--- src/asq6_defs.svh ---
// register offset, write mask, field positions, reset value and first internal source code for the step-6 config
`ifndef ASQ6_DEFS_SVH
`define ASQ6_DEFS_SVH

`define ASQ6_ADDR_STEP6_CFG   8'h96
`define ASQ6_STEP6_RESET      16'h0006
`define ASQ6_WRITE_MASK       16'hE01F
`define ASQ6_BIT_ENABLE       15
`define ASQ6_GAIN_HI          14
`define ASQ6_GAIN_LO          13
`define ASQ6_BIT_NEG          4
`define ASQ6_POS_HI           3
`define ASQ6_POS_LO           0
`define ASQ6_POS_FIRST_INT    4'h8

`endif

--- src/asq6_pkg.sv ---
// types for the step-6 sequencer configuration register
package asq6_pkg;

  // gain applied to the converter
  typedef enum logic [1:0] {
    ASQ6_GAIN_X1 = 2'h0,
    ASQ6_GAIN_X2 = 2'h1,
    ASQ6_GAIN_X4 = 2'h2
  } asq6_gain_t;

  // negative input as routed to the converter
  typedef enum logic [1:0] {
    ASQ6_NEG_GROUND = 2'h0,
    ASQ6_NEG_EXT7   = 2'h1,
    ASQ6_NEG_AUTO   = 2'h2
  } asq6_neg_t;

  // settings handed to the converter front end during step 6
  typedef struct packed {
    logic       active;
    asq6_gain_t gain;
    logic       internal;
    logic [3:0] positive;
    asq6_neg_t  negative;
  } asq6_route_t;

  // host register access
  typedef struct packed {
    logic        wr_en;
    logic        rd_en;
    logic [7:0]  addr;
    logic [15:0] wdata;
  } asq6_access_t;

endpackage

--- src/asq6_step6_cfg.sv ---
// step-6 configuration register of the auxiliary converter sequencer
`include "asq6_defs.svh"
`timescale 1ns/100ps
`default_nettype none

module asq6_step6_cfg (
  // clock and reset
  input  wire logic                  clk,
  input  wire logic                  reset,
  // register access from the serial host interface
  input  wire asq6_pkg::asq6_access_t host_acc,
  output var  logic [15:0]           host_rdata,
  output var  logic                  host_rvalid,
  // sequencer handshake
  input  wire logic                  seq_step6_start,
  input  wire logic                  seq_step6_done,
  output var  logic                  seq_step6_skip,
  // routing to the converter front end
  output var  asq6_pkg::asq6_route_t conv_route
);

  // ****************************************************
  // helpers
  // ****************************************************
  function automatic asq6_pkg::asq6_gain_t gain_decode(input logic [1:0] code);
    case (code)
      2'h0:    gain_decode = asq6_pkg::ASQ6_GAIN_X1;
      2'h1:    gain_decode = asq6_pkg::ASQ6_GAIN_X2;
      default: gain_decode = asq6_pkg::ASQ6_GAIN_X4;
    endcase
  endfunction

  function automatic logic is_internal(input logic [3:0] pos);
    is_internal = (pos >= `ASQ6_POS_FIRST_INT);
  endfunction

  // ****************************************************
  // register
  // ****************************************************
  logic [15:0] cfg_r;
  logic [15:0] cfg_nxt;
  logic [15:0] rdata_r;
  logic [15:0] rdata_nxt;
  logic        rvalid_r;
  logic        rvalid_nxt;
  logic        hit;

  always_comb begin
    hit        = (host_acc.addr == `ASQ6_ADDR_STEP6_CFG);
    cfg_nxt    = cfg_r;
    rdata_nxt  = 16'h0000;
    rvalid_nxt = host_acc.rd_en;
    if (host_acc.wr_en && hit) begin
      cfg_nxt = host_acc.wdata & `ASQ6_WRITE_MASK;
    end
    // unmapped reads answer zero
    if (host_acc.rd_en && hit) begin
      rdata_nxt = cfg_r & `ASQ6_WRITE_MASK;
    end
  end

  always_ff @(posedge clk or posedge reset) begin
    if (reset) begin
      cfg_r    <= `ASQ6_STEP6_RESET;
      rdata_r  <= 16'h0000;
      rvalid_r <= 1'b0;
    end else begin
      cfg_r    <= cfg_nxt;
      rdata_r  <= rdata_nxt;
      rvalid_r <= rvalid_nxt;
    end
  end

  assign host_rdata  = rdata_r;
  assign host_rvalid = rvalid_r;

  // ****************************************************
  // step control
  // ****************************************************
  typedef enum logic [1:0] {
    ASQ6_IDLE = 2'b00,
    ASQ6_CONV = 2'b01
  } asq6_state_t;

  asq6_state_t           state_r;
  asq6_state_t           state_nxt;
  asq6_pkg::asq6_route_t route_r;
  asq6_pkg::asq6_route_t route_nxt;
  logic                  skip_r;
  logic                  skip_nxt;
  logic [3:0]            pos;

  always_comb begin
    pos       = cfg_r[`ASQ6_POS_HI:`ASQ6_POS_LO];
    state_nxt = state_r;
    route_nxt = route_r;
    skip_nxt  = 1'b0;
    case (state_r)
      ASQ6_IDLE: begin
        if (seq_step6_start) begin
          if (!cfg_r[`ASQ6_BIT_ENABLE]) begin
            skip_nxt = 1'b1;
          end else begin
            state_nxt       = ASQ6_CONV;
            route_nxt.active = 1'b1;
            route_nxt.gain  = gain_decode(cfg_r[`ASQ6_GAIN_HI:`ASQ6_GAIN_LO]);
            route_nxt.positive = pos;
            route_nxt.internal = is_internal(pos);
            if (is_internal(pos)) begin
              route_nxt.negative = asq6_pkg::ASQ6_NEG_AUTO;
            end else if (cfg_r[`ASQ6_BIT_NEG]) begin
              route_nxt.negative = asq6_pkg::ASQ6_NEG_EXT7;
            end else begin
              route_nxt.negative = asq6_pkg::ASQ6_NEG_GROUND;
            end
          end
        end
      end
      ASQ6_CONV: begin
        // settings held for the whole conversion, even if rewritten meanwhile
        if (seq_step6_done) begin
          state_nxt        = ASQ6_IDLE;
          route_nxt.active = 1'b0;
        end
      end
      default: begin
        state_nxt = ASQ6_IDLE;
        route_nxt = '0;
      end
    endcase
  end

  always_ff @(posedge clk or posedge reset) begin
    if (reset) begin
      state_r <= ASQ6_IDLE;
      route_r <= '0;
      skip_r  <= 1'b0;
    end else begin
      state_r <= state_nxt;
      route_r <= route_nxt;
      skip_r  <= skip_nxt;
    end
  end

  assign conv_route     = route_r;
  assign seq_step6_skip = skip_r;

  // ****************************************************
  // checks
  // ****************************************************
  AST_RSVD_ZERO: assert property (@(posedge clk) disable iff (reset)
    host_rvalid |-> host_rdata[12:5] == 8'h00)
    else $error("reserved bits read nonzero");

  AST_READBACK: assert property (@(posedge clk) disable iff (reset)
    host_acc.wr_en && hit && !host_acc.rd_en ##1 host_acc.rd_en && hit && !host_acc.wr_en
    |=> host_rdata == ($past(host_acc.wdata, 2) & 16'hE01F))
    else $error("readback differs from write");

  AST_SKIP: assert property (@(posedge clk) disable iff (reset)
    state_r == ASQ6_IDLE && seq_step6_start && !cfg_r[15] |=> seq_step6_skip && !conv_route.active)
    else $error("disabled step not skipped");

  AST_RUN: assert property (@(posedge clk) disable iff (reset)
    state_r == ASQ6_IDLE && seq_step6_start && cfg_r[15] |=> conv_route.active && !seq_step6_skip)
    else $error("enabled step not started");

  AST_GAIN: assert property (@(posedge clk) disable iff (reset)
    state_r == ASQ6_IDLE && seq_step6_start && cfg_r[15] && cfg_r[14:13] == 2'h3
    |=> conv_route.gain == asq6_pkg::ASQ6_GAIN_X4)
    else $error("gain code 3 not gain four");

  AST_AUTO_NEG: assert property (@(posedge clk) disable iff (reset)
    conv_route.active && conv_route.positive[3] |-> conv_route.negative == asq6_pkg::ASQ6_NEG_AUTO)
    else $error("internal source without automatic negative");

  AST_EXT_NEG: assert property (@(posedge clk) disable iff (reset)
    state_r == ASQ6_IDLE && seq_step6_start && cfg_r[15] && !cfg_r[3] && cfg_r[4]
    |=> conv_route.negative == asq6_pkg::ASQ6_NEG_EXT7)
    else $error("negative select ignored");

  AST_INTERNAL: assert property (@(posedge clk) disable iff (reset)
    conv_route.active |-> conv_route.internal == conv_route.positive[3])
    else $error("internal flag wrong");

  AST_HOLD: assert property (@(posedge clk) disable iff (reset)
    conv_route.active && !seq_step6_done |=> $stable(conv_route.positive))
    else $error("positive select changed mid conversion");

  AST_UNMAPPED: assert property (@(posedge clk) disable iff (reset)
    host_acc.rd_en && !hit |=> host_rvalid && host_rdata == 16'h0000)
    else $error("unmapped read not zero");

  AST_RSVD_STORE: assert property (@(posedge clk) disable iff (reset)
    cfg_r[12:5] == 8'h00)
    else $error("reserved bits stored");

  AST_GAIN_X2: assert property (@(posedge clk) disable iff (reset)
    state_r == ASQ6_IDLE && seq_step6_start && cfg_r[15] && cfg_r[14:13] == 2'h1
    |=> conv_route.gain == asq6_pkg::ASQ6_GAIN_X2)
    else $error("gain code 1 not gain two");

  AST_GND_NEG: assert property (@(posedge clk) disable iff (reset)
    state_r == ASQ6_IDLE && seq_step6_start && cfg_r[15] && !cfg_r[3] && !cfg_r[4]
    |=> conv_route.negative == asq6_pkg::ASQ6_NEG_GROUND)
    else $error("ground negative not chosen");

  AST_POS_LATCH: assert property (@(posedge clk) disable iff (reset)
    state_r == ASQ6_IDLE && seq_step6_start && cfg_r[15]
    |=> conv_route.positive == $past(cfg_r[3:0]) && conv_route.internal == $past(cfg_r[3]))
    else $error("positive select not latched");

  AST_END: assert property (@(posedge clk) disable iff (reset)
    conv_route.active && seq_step6_done |=> !conv_route.active)
    else $error("step not ended on done");

endmodule

`default_nettype wire

--- config.mk ---
export PLATFORM = sky130hd
export DESIGN_NAME = asq6_step6_cfg
export DESIGN_NICKNAME = d
export VERILOG_FILES = /design/src/asq6_pkg.sv /design/src/asq6_step6_cfg.sv
export VERILOG_INCLUDE_DIRS = /design/src /design/src/src
export SDC_FILE = /design/constraint.sdc
export NUM_CORES = 1
export LEC_CHECK = 0
export ABC_AREA = 0
export ABC_CLOCK_PERIOD_IN_PS = 3100
export CAP_MARGIN = 25
export CORE_MARGIN = 2
export CORE_UTILIZATION = 63
export DETAILED_ROUTE_END_ITERATION = 8
export DONT_BUFFER_PORTS = 1
export PLACE_DENSITY = 0.87
export SETUP_SLACK_MARGIN = 0.1
export SYNTH_ARGS = -nofsm -noshare
export SYNTH_HDL_FRONTEND = slang
export SYNTH_SLANG_ARGS = --single-unit
--- constraint.sdc ---
create_clock -name clk -period 3.1 [get_ports clk]
set_clock_uncertainty 0.2 [all_clocks]
set_input_delay 0.775 -clock clk [delete_from_list [all_inputs] [get_ports clk]]
set_output_delay 0.775 -clock clk [all_outputs]
set_load 0.05 [all_outputs]
==> flow_metrics.tcl, run 1 <==
set metrics [dict create \
    crit_buf_inv 1 \
    slowest_delay_ns 0.38 \
    num_rows 14 \
    clkSlewWorstSetupHoldPaths_ns 0.13 \
    yosysSeqAreaShare_pct 63.0 \
    layout_commonest_cell "dfrtp_1" \
    path_max_fanout 4 \
    slew_violations 0 \
    syn_inst 73 \
    dr.pass1.iters 2 \
    ys_seq_elements 26 \
    ant_nets 0 \
    ctsResizeCount 0 \
    min_to "seq_step6_skip" \
    coreArea_um2 1520 \
    holdPathStages 1 \
    period_minus_slack_ns 2.01 \
    grt_max_degree 27 \
    gp_congestion 0.709 \
    r2r-end "conv_route[3]" \
    hold_start "cfg_r[15]" \
    tightest_slew_ns 0.920 \
    grt-ovfl-total 0 \
    hpwl_um 1090 \
    r2r-start "conv_route[9]" \
    ios 58 \
    p_leak_nw 0.527 \
    cts_buffer_depth 2 \
    powerDensity_nw_per_um2 539 \
    worstSetupPathType "register to output pin" \
    hp-class "register to register" \
    crit_chain "buf_4" \
    power_uw 561 \
    slowest_stage "buf_4" \
    grt_pass1_vias 492 \
    maxCapViolCount 0 \
    drive_gt1_share_pct 30.7 \
    setup_violations 0 \
    ys_types 15 \
    die_area_um2 1980 \
    crit_family "buffers and inverters" \
    die_h_um 44.6 \
    grt_pass1_wl_um 2240 \
    track_usage_pct 16.4 \
    cts_max_level 1 \
    avgRoutedWirePerCell_um 15.9 \
    drt-initial-drc-count 5 \
    insertion_delay_ns 0.30 \
    syn-mean-instance-area_um2 14.2 \
    netlist_area_um2 1040 \
    diodes 0 \
    cts_made_buffers 3 \
    postCtsHoldBufs 0 \
    relSlewSlack_pct 38.6 \
    layoutNonFillerInstCount 91 \
    fmax_mhz 497 \
    crit_path_start_kind "register" \
    routed_wl_um 1440 \
    initial_core_util_pct 68.0 \
    vias 497 \
    status "completed" \
    nets 106 \
    cts_tree "done" \
    cp.arrival_ns 1.04 \
    grt_antenna_before_repair 0 \
    hold_viol_final 0 \
    final_util_pct 68.3 \
    dp.cells 87 \
    final.period_utilization_pct 64.9 \
    area_growth_pct 0.483 \
    port_buffers 0 \
    clockRootBuffer "clkbuf_4" \
    end_kind "output pin" \
    cts.sinks 26 \
    path_depth 1 \
    avgViaCountPerCell 5.46 \
    grt_setup_unrepaired "false" \
    r2r_setup_slack_ns 1.29 \
    fp.dieW_um 44.6 \
    peakVddDrop_mv 0.399 \
    required_ns 2.12 \
    drc_errors 0 \
    setup_tns_ns 0 \
    cts_setup_buffers 0 \
    ff2ff_path_depth 2 \
    ys_warn_count 0 \
    mostFrequentLayoutCells "24 x dfrtp_1, 13 x mux2_2, 8 x and2_1, 8 x conb_1" \
]
## routing by layer
| layer | global-route usage (%) | share of wire (%) |
|---|---|---|
| met5 | 0 | 0 |
| met4 | 7.27 | 0.83 |
| met3 | 5.31 | 7.9 |
| met2 | 28.1 | 53 |
| met1 | 18.6 | 38 |
## area by class of cell
cell class	instances	area [um^2]
sequential	26	653
fill	116	483
multi-input combinational	42	327
clock buffer	4	26.3
tap	16	20.0
timing repair buffer	1	7.51
inverter	2	7.51
## synthesized netlist by cell type
cell type  count  area [um^2]
nand2_1        2         7.51
and3_2         1         7.51
nand2b_1       2         12.5
nor3b_1        1         7.51
conb_1         1         3.75
dfrtp_1       24          601
nand3b_1       1         7.51
mux2_2        13          146
inv_1          2         7.51
nand3_4        1         17.5
and2_1         8         50.1
and4bb_2       2         25.0
buf_4         10         75.1
dfstp_2        2         52.6
o21ai_0        3         15.0
## kinds of logic after synthesis
group                  after synthesis  synth area share [%]
AOI/OAI and AO/OA                    3                  1.45
buffers and inverters               12                  7.97
DFF                                 26                  63.0
muxes                               13                  14.1
other                                1                 0.362
and+or+nand+nor                     18                  13.0
## worst max path at each step
stage	startpoint	to	slack, ns
6_report	conv_route[6]	conv_route[1]	1.09
5_1_grt	conv_route[6]	conv_route[5]	1.04
3_5_place_dp	host_acc[22]	cfg_r[15]	1.24
2_1_floorplan	conv_route[6]	conv_route[5]	1.21
4_1_cts	conv_route[6]	conv_route[1]	1.07
3_3_place_gp	host_acc[19]	cfg_r[4]	1.24
## registers in the layout, indices dropped and copies added (netlist names)
name            count
cfg_r               8
conv_route          8
host_rvalid         1
host_rdata          8
seq_step6_skip      1
## metrics by stage
step / worst slack, ns / cell area [um^2] / hold WS, ns
after detailed placement: 1.24 / 1010 / 0.256
final: 1.09 / 1040 / 0.279
after global routing: 1.04 / 1040 / 0.258
after CTS: 1.07 / 1040 / 0.275
after floorplan: 1.21 / 1060 / 0.238
after global placement: 1.24 / 1010 / 0.257
## power breakdown
group	switching, mW	total, mW	leakage (nW)	internal (mW)
Sequential	0.0251	0.375	0.350	0.350
Combinational	0.0373	0.0471	0.162	0.00981
Clock	0.0883	0.138	0.0150	0.0501
Power figures use the tool's default switching activity.
==> run 2: changes to the inputs <==
- ABC_AREA: 0 -> 1
- ABC_CLOCK_PERIOD_IN_PS: 3100 -> 1900
- CORE_UTILIZATION: 63 -> 60
- PLACE_DENSITY: 0.87 -> 0.84
- clock period: 3.1 -> 1.9 ns (I/O delays scaled with it)
==> run 2 against run 1 <==
  * Sequential power is 77% higher
  * Synthesized area is 11% higher
  * Clock power rose to 2.8 times the previous value
  * Worst setup slack got worse by 0.87 ns
  * Flip-flop and latch count stayed put
  * Design area grew 18%
  * Synthesized cell count rose by 67%
  * Sequential share of layout area decreased by 9.5 points
  * Utilization increased by 1.2 points
  * Critical path type unchanged
==> flow_metrics.tcl, run 2 <==
set metrics [dict create \
    cts_max_level 1 \
    post_dp_cell_area_um2 1150 \
    die_area_um2 2280 \
    status "completed" \
    setup_tns_ns 0 \
    ios 58 \
    wl_met1_um 715 \
    cts_made_buffers 3 \
    yosysSeqAreaShare_pct 57.0 \
    area_growth_pct 6.99 \
    hold_viol_final 0 \
    drive_gt1_share_pct 20.6 \
    ys_types 18 \
    mostFrequentLayoutCells "30 x nand2_1, 24 x dfrtp_1, 15 x inv_1" \
    required_ns 1.22 \
    coreArea_um2 1760 \
    final.period_utilization_pct 88.4 \
    r2r-start "conv_route[9]" \
    switching_share_pct 33.1 \
    grt_max_degree 27 \
    ys_top_cells_by_count "30 x nand2_1, 24 x dfrtp_1, 15 x inv_1" \
    diodes 0 \
    hp-class "input port to register" \
    p_sw_uw 425 \
    finalInstanceArea_um2 1230 \
    layout_commonest_cell "nand2_1" \
    clockRootBuffer "clkbuf_4" \
    port_buffers 0 \
    setup_violations 0 \
    grt_pass1_wl_um 2950 \
    powerDensity_nw_per_um2 1050 \
    final_util_pct 69.5 \
    dr_wl_met3_um 141 \
    track_usage_pct 19.3 \
    end_kind "output pin" \
    avgRoutedWirePerCell_um 11.8 \
    syn_inst 122 \
    ant_nets 0 \
    cts_buffer_depth 2 \
    maxCapViolCount 0 \
    grt_setup_unrepaired "false" \
    cp.arrival_ns 1.00 \
    routed_wl_um 1780 \
    vias 726 \
    syn-mean-instance-area_um2 9.39 \
    synth_top_area_share_pct 52.4 \
    initial_core_util_pct 65.0 \
    gp_congestion 0.778 \
    cts_tree "done" \
    insertion_delay_ns 0.33 \
    critPathLaunch "conv_route[8]" \
    synth_ff_type "dfrtp_1" \
    hold_start "seq_step6_done" \
    top_layer_used "met4" \
    hold_ws_ns 0.00708 \
    yosysMostFrequentCell "nand2_1" \
    netlist_top_cells_area "dfrtp_1 52%, nand2_1 9.8%, buf_4 6.6%" \
    peakVddDrop_mv 0.601 \
    clkSlewWorstSetupHoldPaths_ns 0.14 \
    p_int_uw 858 \
    die_h_um 47.7 \
    fmax_mhz 595 \
    ys_warn_count 0 \
    fp.dieW_um 47.7 \
    cts.sinks 26 \
    period_minus_slack_ns 1.68 \
    crit_path_start_kind "register" \
    clkPwrFrac_pct 29.7 \
    grt-ovfl-total 0 \
    netlist_area_um2 1150 \
    grt_pass1_vias 688 \
    path_max_fanout 2 \
    drt-initial-drc-count 8 \
    synthArstFlopShare_pct 100 \
    worstSetupPathType "register to output pin" \
    cts_setup_buffers 0 \
    p_seq_share_pct 51.7 \
    synth_edf_count 0 \
    slew_violations 0 \
    drc_errors 0 \
    dr.pass1.iters 4 \
    power_mw 1.28 \
    pwr-share-comb_pct 18.6 \
    hpwl_um 1330 \
    ys_seq_elements 26 \
    grt_antenna_before_repair 0 \
    num_rows 15 \
    yosysTopAreaCell "dfrtp_1" \
    met2_length_um 868 \
    p_leak_nw 0.652 \
    nets 157 \
    avgViaCountPerCell 4.81 \
]
## run 2: per-layer routing
metal  global-route usage, %  vias up
met3                    4.15        5
met4                    11.4        0
met2                    31.2       37
li1                        -      353
met5                       0        -
met1                    23.6      331
## run 2: final cells by class
cell class              count  area, um^2
fillers                   152         538
clock inverters             1        30.0
flip-flops and latches     26         653
repair buffers              5        55.1
inverters                  18        67.6
multi-input cells          73         367
well taps                  25        31.3
clock buffers               3        22.5
## run 2: cells by family after synthesis
family	after synthesis	share of synthesized area, %
AOI/OAI and AO/OA	6	2.62
buffers and inverters	30	13.3
and+or+nand+nor	59	26.7
other	1	0.327
DFF	26	57.0
## run 2: worst paths after layout
check	end	slack, ns	cells past startpoint
max	conv_route[8]	0.22	0
min	conv_route[9]	0.007	1
max reg2reg	conv_route[0]	0.45	5
min reg2reg	cfg_r[2]	0.28	2
max in group asynchronous	cfg_r[2]	0.79	3
min in group asynchronous	host_rdata[3]	0.42	3
## run 2: through the flow
step / cells / setup WS, ns
floorplan: 129 / 0.303
global placement: 145 / 0.464
detailed placement: 145 / 0.426
CTS: 151 / 0.216
global route: 151 / 0.196
finish: 151 / 0.220
## run 2: power by group through the flow
stage | registers (mW) | logic [mW] | clock network (mW)
finish | 0.663 | 0.239 | 0.381
global placement | 0.673 | 0.233 | 0
floorplan | 0.703 | 0.190 | 0
global route | 0.667 | 0.259 | 0.398
CTS | 0.664 | 0.241 | 0.379
detailed placement | 0.674 | 0.238 | 0
## run 2: timing repair
action,CTS,global route
gates resized for setup,0,0
endpoints found under the hold margin,25,0
hold buffers,2,0
==> run 3: changes to the inputs <==
- REMOVE_ABC_BUFFERS: unset -> 1
==> run 3 against run 2 <==
  * Critical path depth did not move
  * Largest cell class unchanged
  * Utilization is 0.92 points lower
  * Via count fell by 1.7%
  * Worst setup slack improved by 0.033 ns
  * Total power is 8.9% lower
  * First-iteration DRC count rose by 38%
  * Sequential power hardly changed
  * Die area unchanged
  * Largest power group unchanged
  * Non-clock buffer count unchanged
  * Clock power is 30% lower
  * Hold slack improved by 0.026 ns
  * Sequential share of layout area rose by 0.72 points
==> flow_metrics.tcl, run 3 (same netlist as run 2, synthesis figures left out) <==
set metrics [dict create \
    vias 714 \
    fmax_mhz 607 \
    drc_errors 0 \
    setup_tns_ns 0 \
    hp-class "input port to register" \
    clkSlewWorstSetupHoldPaths_ns 0.13 \
    avgRoutedWirePerCell_um 11.7 \
    die_h_um 47.7 \
    grt_setup_unrepaired "false" \
    ant_nets 0 \
    grt.busiest_layer "met2" \
    ios 58 \
    grt-ovfl-total 0 \
    maxCapViolCount 0 \
    area_growth_pct 5.57 \
    peakVddDrop_mv 0.617 \
    port_buffers 0 \
    p_leak_nw 0.645 \
    layout_commonest_cell "nand2_1" \
    cts.sinks 26 \
    grt_antenna_before_repair 0 \
    crit_path_start_kind "register" \
    groute.layer.met2.usage_pct 32.3 \
    avgViaCountPerCell 4.73 \
    diodes 0 \
    path_depth 0 \
    die_area_um2 2280 \
    holdPathStages 1 \
    grt_max_degree 27 \
    drt-initial-drc-count 11 \
    n_fill_cell 150 \
    fp.dieW_um 47.7 \
    nets 157 \
    setup_violations 0 \
    cts_tree "done" \
    powerDensity_nw_per_um2 967 \
    track_usage_pct 18.2 \
    drive_gt1_share_pct 20.6 \
    gp_congestion 0.744 \
    final.period_utilization_pct 86.7 \
    grt_use_met3_pct 2.26 \
    num_rows 15 \
    insertion_delay_ns 0.31 \
    initial_core_util_pct 65.0 \
    ff2ff_path_depth 4 \
    clockRootBuffer "clkbuf_4" \
    required_ns 1.22 \
    cp.arrival_ns 0.97 \
    cts_buffer_depth 2 \
    grt_pass1_wl_um 2770 \
    hpwl_um 1320 \
    end_kind "output pin" \
    dr.pass1.iters 4 \
    path_max_fanout 2 \
    period_minus_slack_ns 1.65 \
    slew_violations 0 \
    mostFrequentLayoutCells "30 x nand2_1, 24 x dfrtp_1, 15 x inv_1" \
    grt_pass1_vias 654 \
    hold_viol_final 0 \
    coreArea_um2 1760 \
    globalRouteMet1Util_pct 20.4 \
    worstSetupPathType "register to output pin" \
    cts_max_level 1 \
    cts_made_buffers 3 \
    routed_wl_um 1770 \
    status "completed" \
    power_mw 1.17 \
]
## run 3: cell count changes in the layout (fill, tap and decap cells not counted)
| cell | previous run | this run |
|---|---|---|
| bufinv_16 | 1 | 0 |
| clkbuf_8 | 0 | 1 |
## run 3: stage by stage
stage	instance area, um^2	utilization [%]	setup WS (ns)	cells	hold WS (ns)
6_report	1210	68.6	0.253	151	0.0335
5_1_grt	1210	68.6	0.197	151	0.0194
2_1_floorplan	1090	-	0.0298	117	0.242
3_5_place_dp	1150	65.4	0.379	145	0.245
4_1_cts	1210	68.6	0.242	151	0.0212
3_3_place_gp	1150	65.4	0.414	145	0.231
## run 3: cell type report
| class | count | area, um^2 | area share, % |
|---|---|---|---|
| clock buffer | 4 | 36.3 | 3.00 |
| multi-input combinational | 73 | 367 | 30.3 |
| timing repair buffer | 5 | 55.1 | 4.55 |
| inverter | 18 | 67.6 | 5.58 |
| sequential | 26 | 653 | 54.0 |
| tap | 25 | 31.3 | 2.59 |
## run 3: power by group
group	internal, mW	switching [mW]
registers	0.586	0.0753
logic	0.0582	0.183
clock network	0.117	0.150
## run 3: metal layers
layer  share of wire [%]  routed length, um
met1                  39                693
met2                  54                949
met3                 5.5                 97
met4                 1.5                 27
met5                   0                  0
## run 3: worst register-to-register path: cells and delay by family, from the launching register on
family	cells	cell delay, ns
and+or+nand+nor	2	0.58
DFF	1	0.41
buffers and inverters	1	0.07
AOI/OAI and AO/OA	1	0.07
## run 3: what timing repair did
| action | CTS | global route |
|---|---|---|
| buffers inserted | 0 | 0 |
| endpoints found under the hold margin | 25 | 0 |
| gates resized for setup | 0 | 0 |
| hold buffers | 2 | 0 |
## run 3: final timing paths
check                          startpoint            end  slack [ns]
setup / recovery            conv_route[7]  conv_route[7]        0.25
hold / removal             seq_step6_done  conv_route[9]        0.03
setup reg to reg            conv_route[9]  conv_route[6]        0.45
hold reg to reg                  cfg_r[1]       cfg_r[1]        0.27
max in group asynchronous           reset       cfg_r[2]        0.76
min in group asynchronous           reset  conv_route[8]        0.44
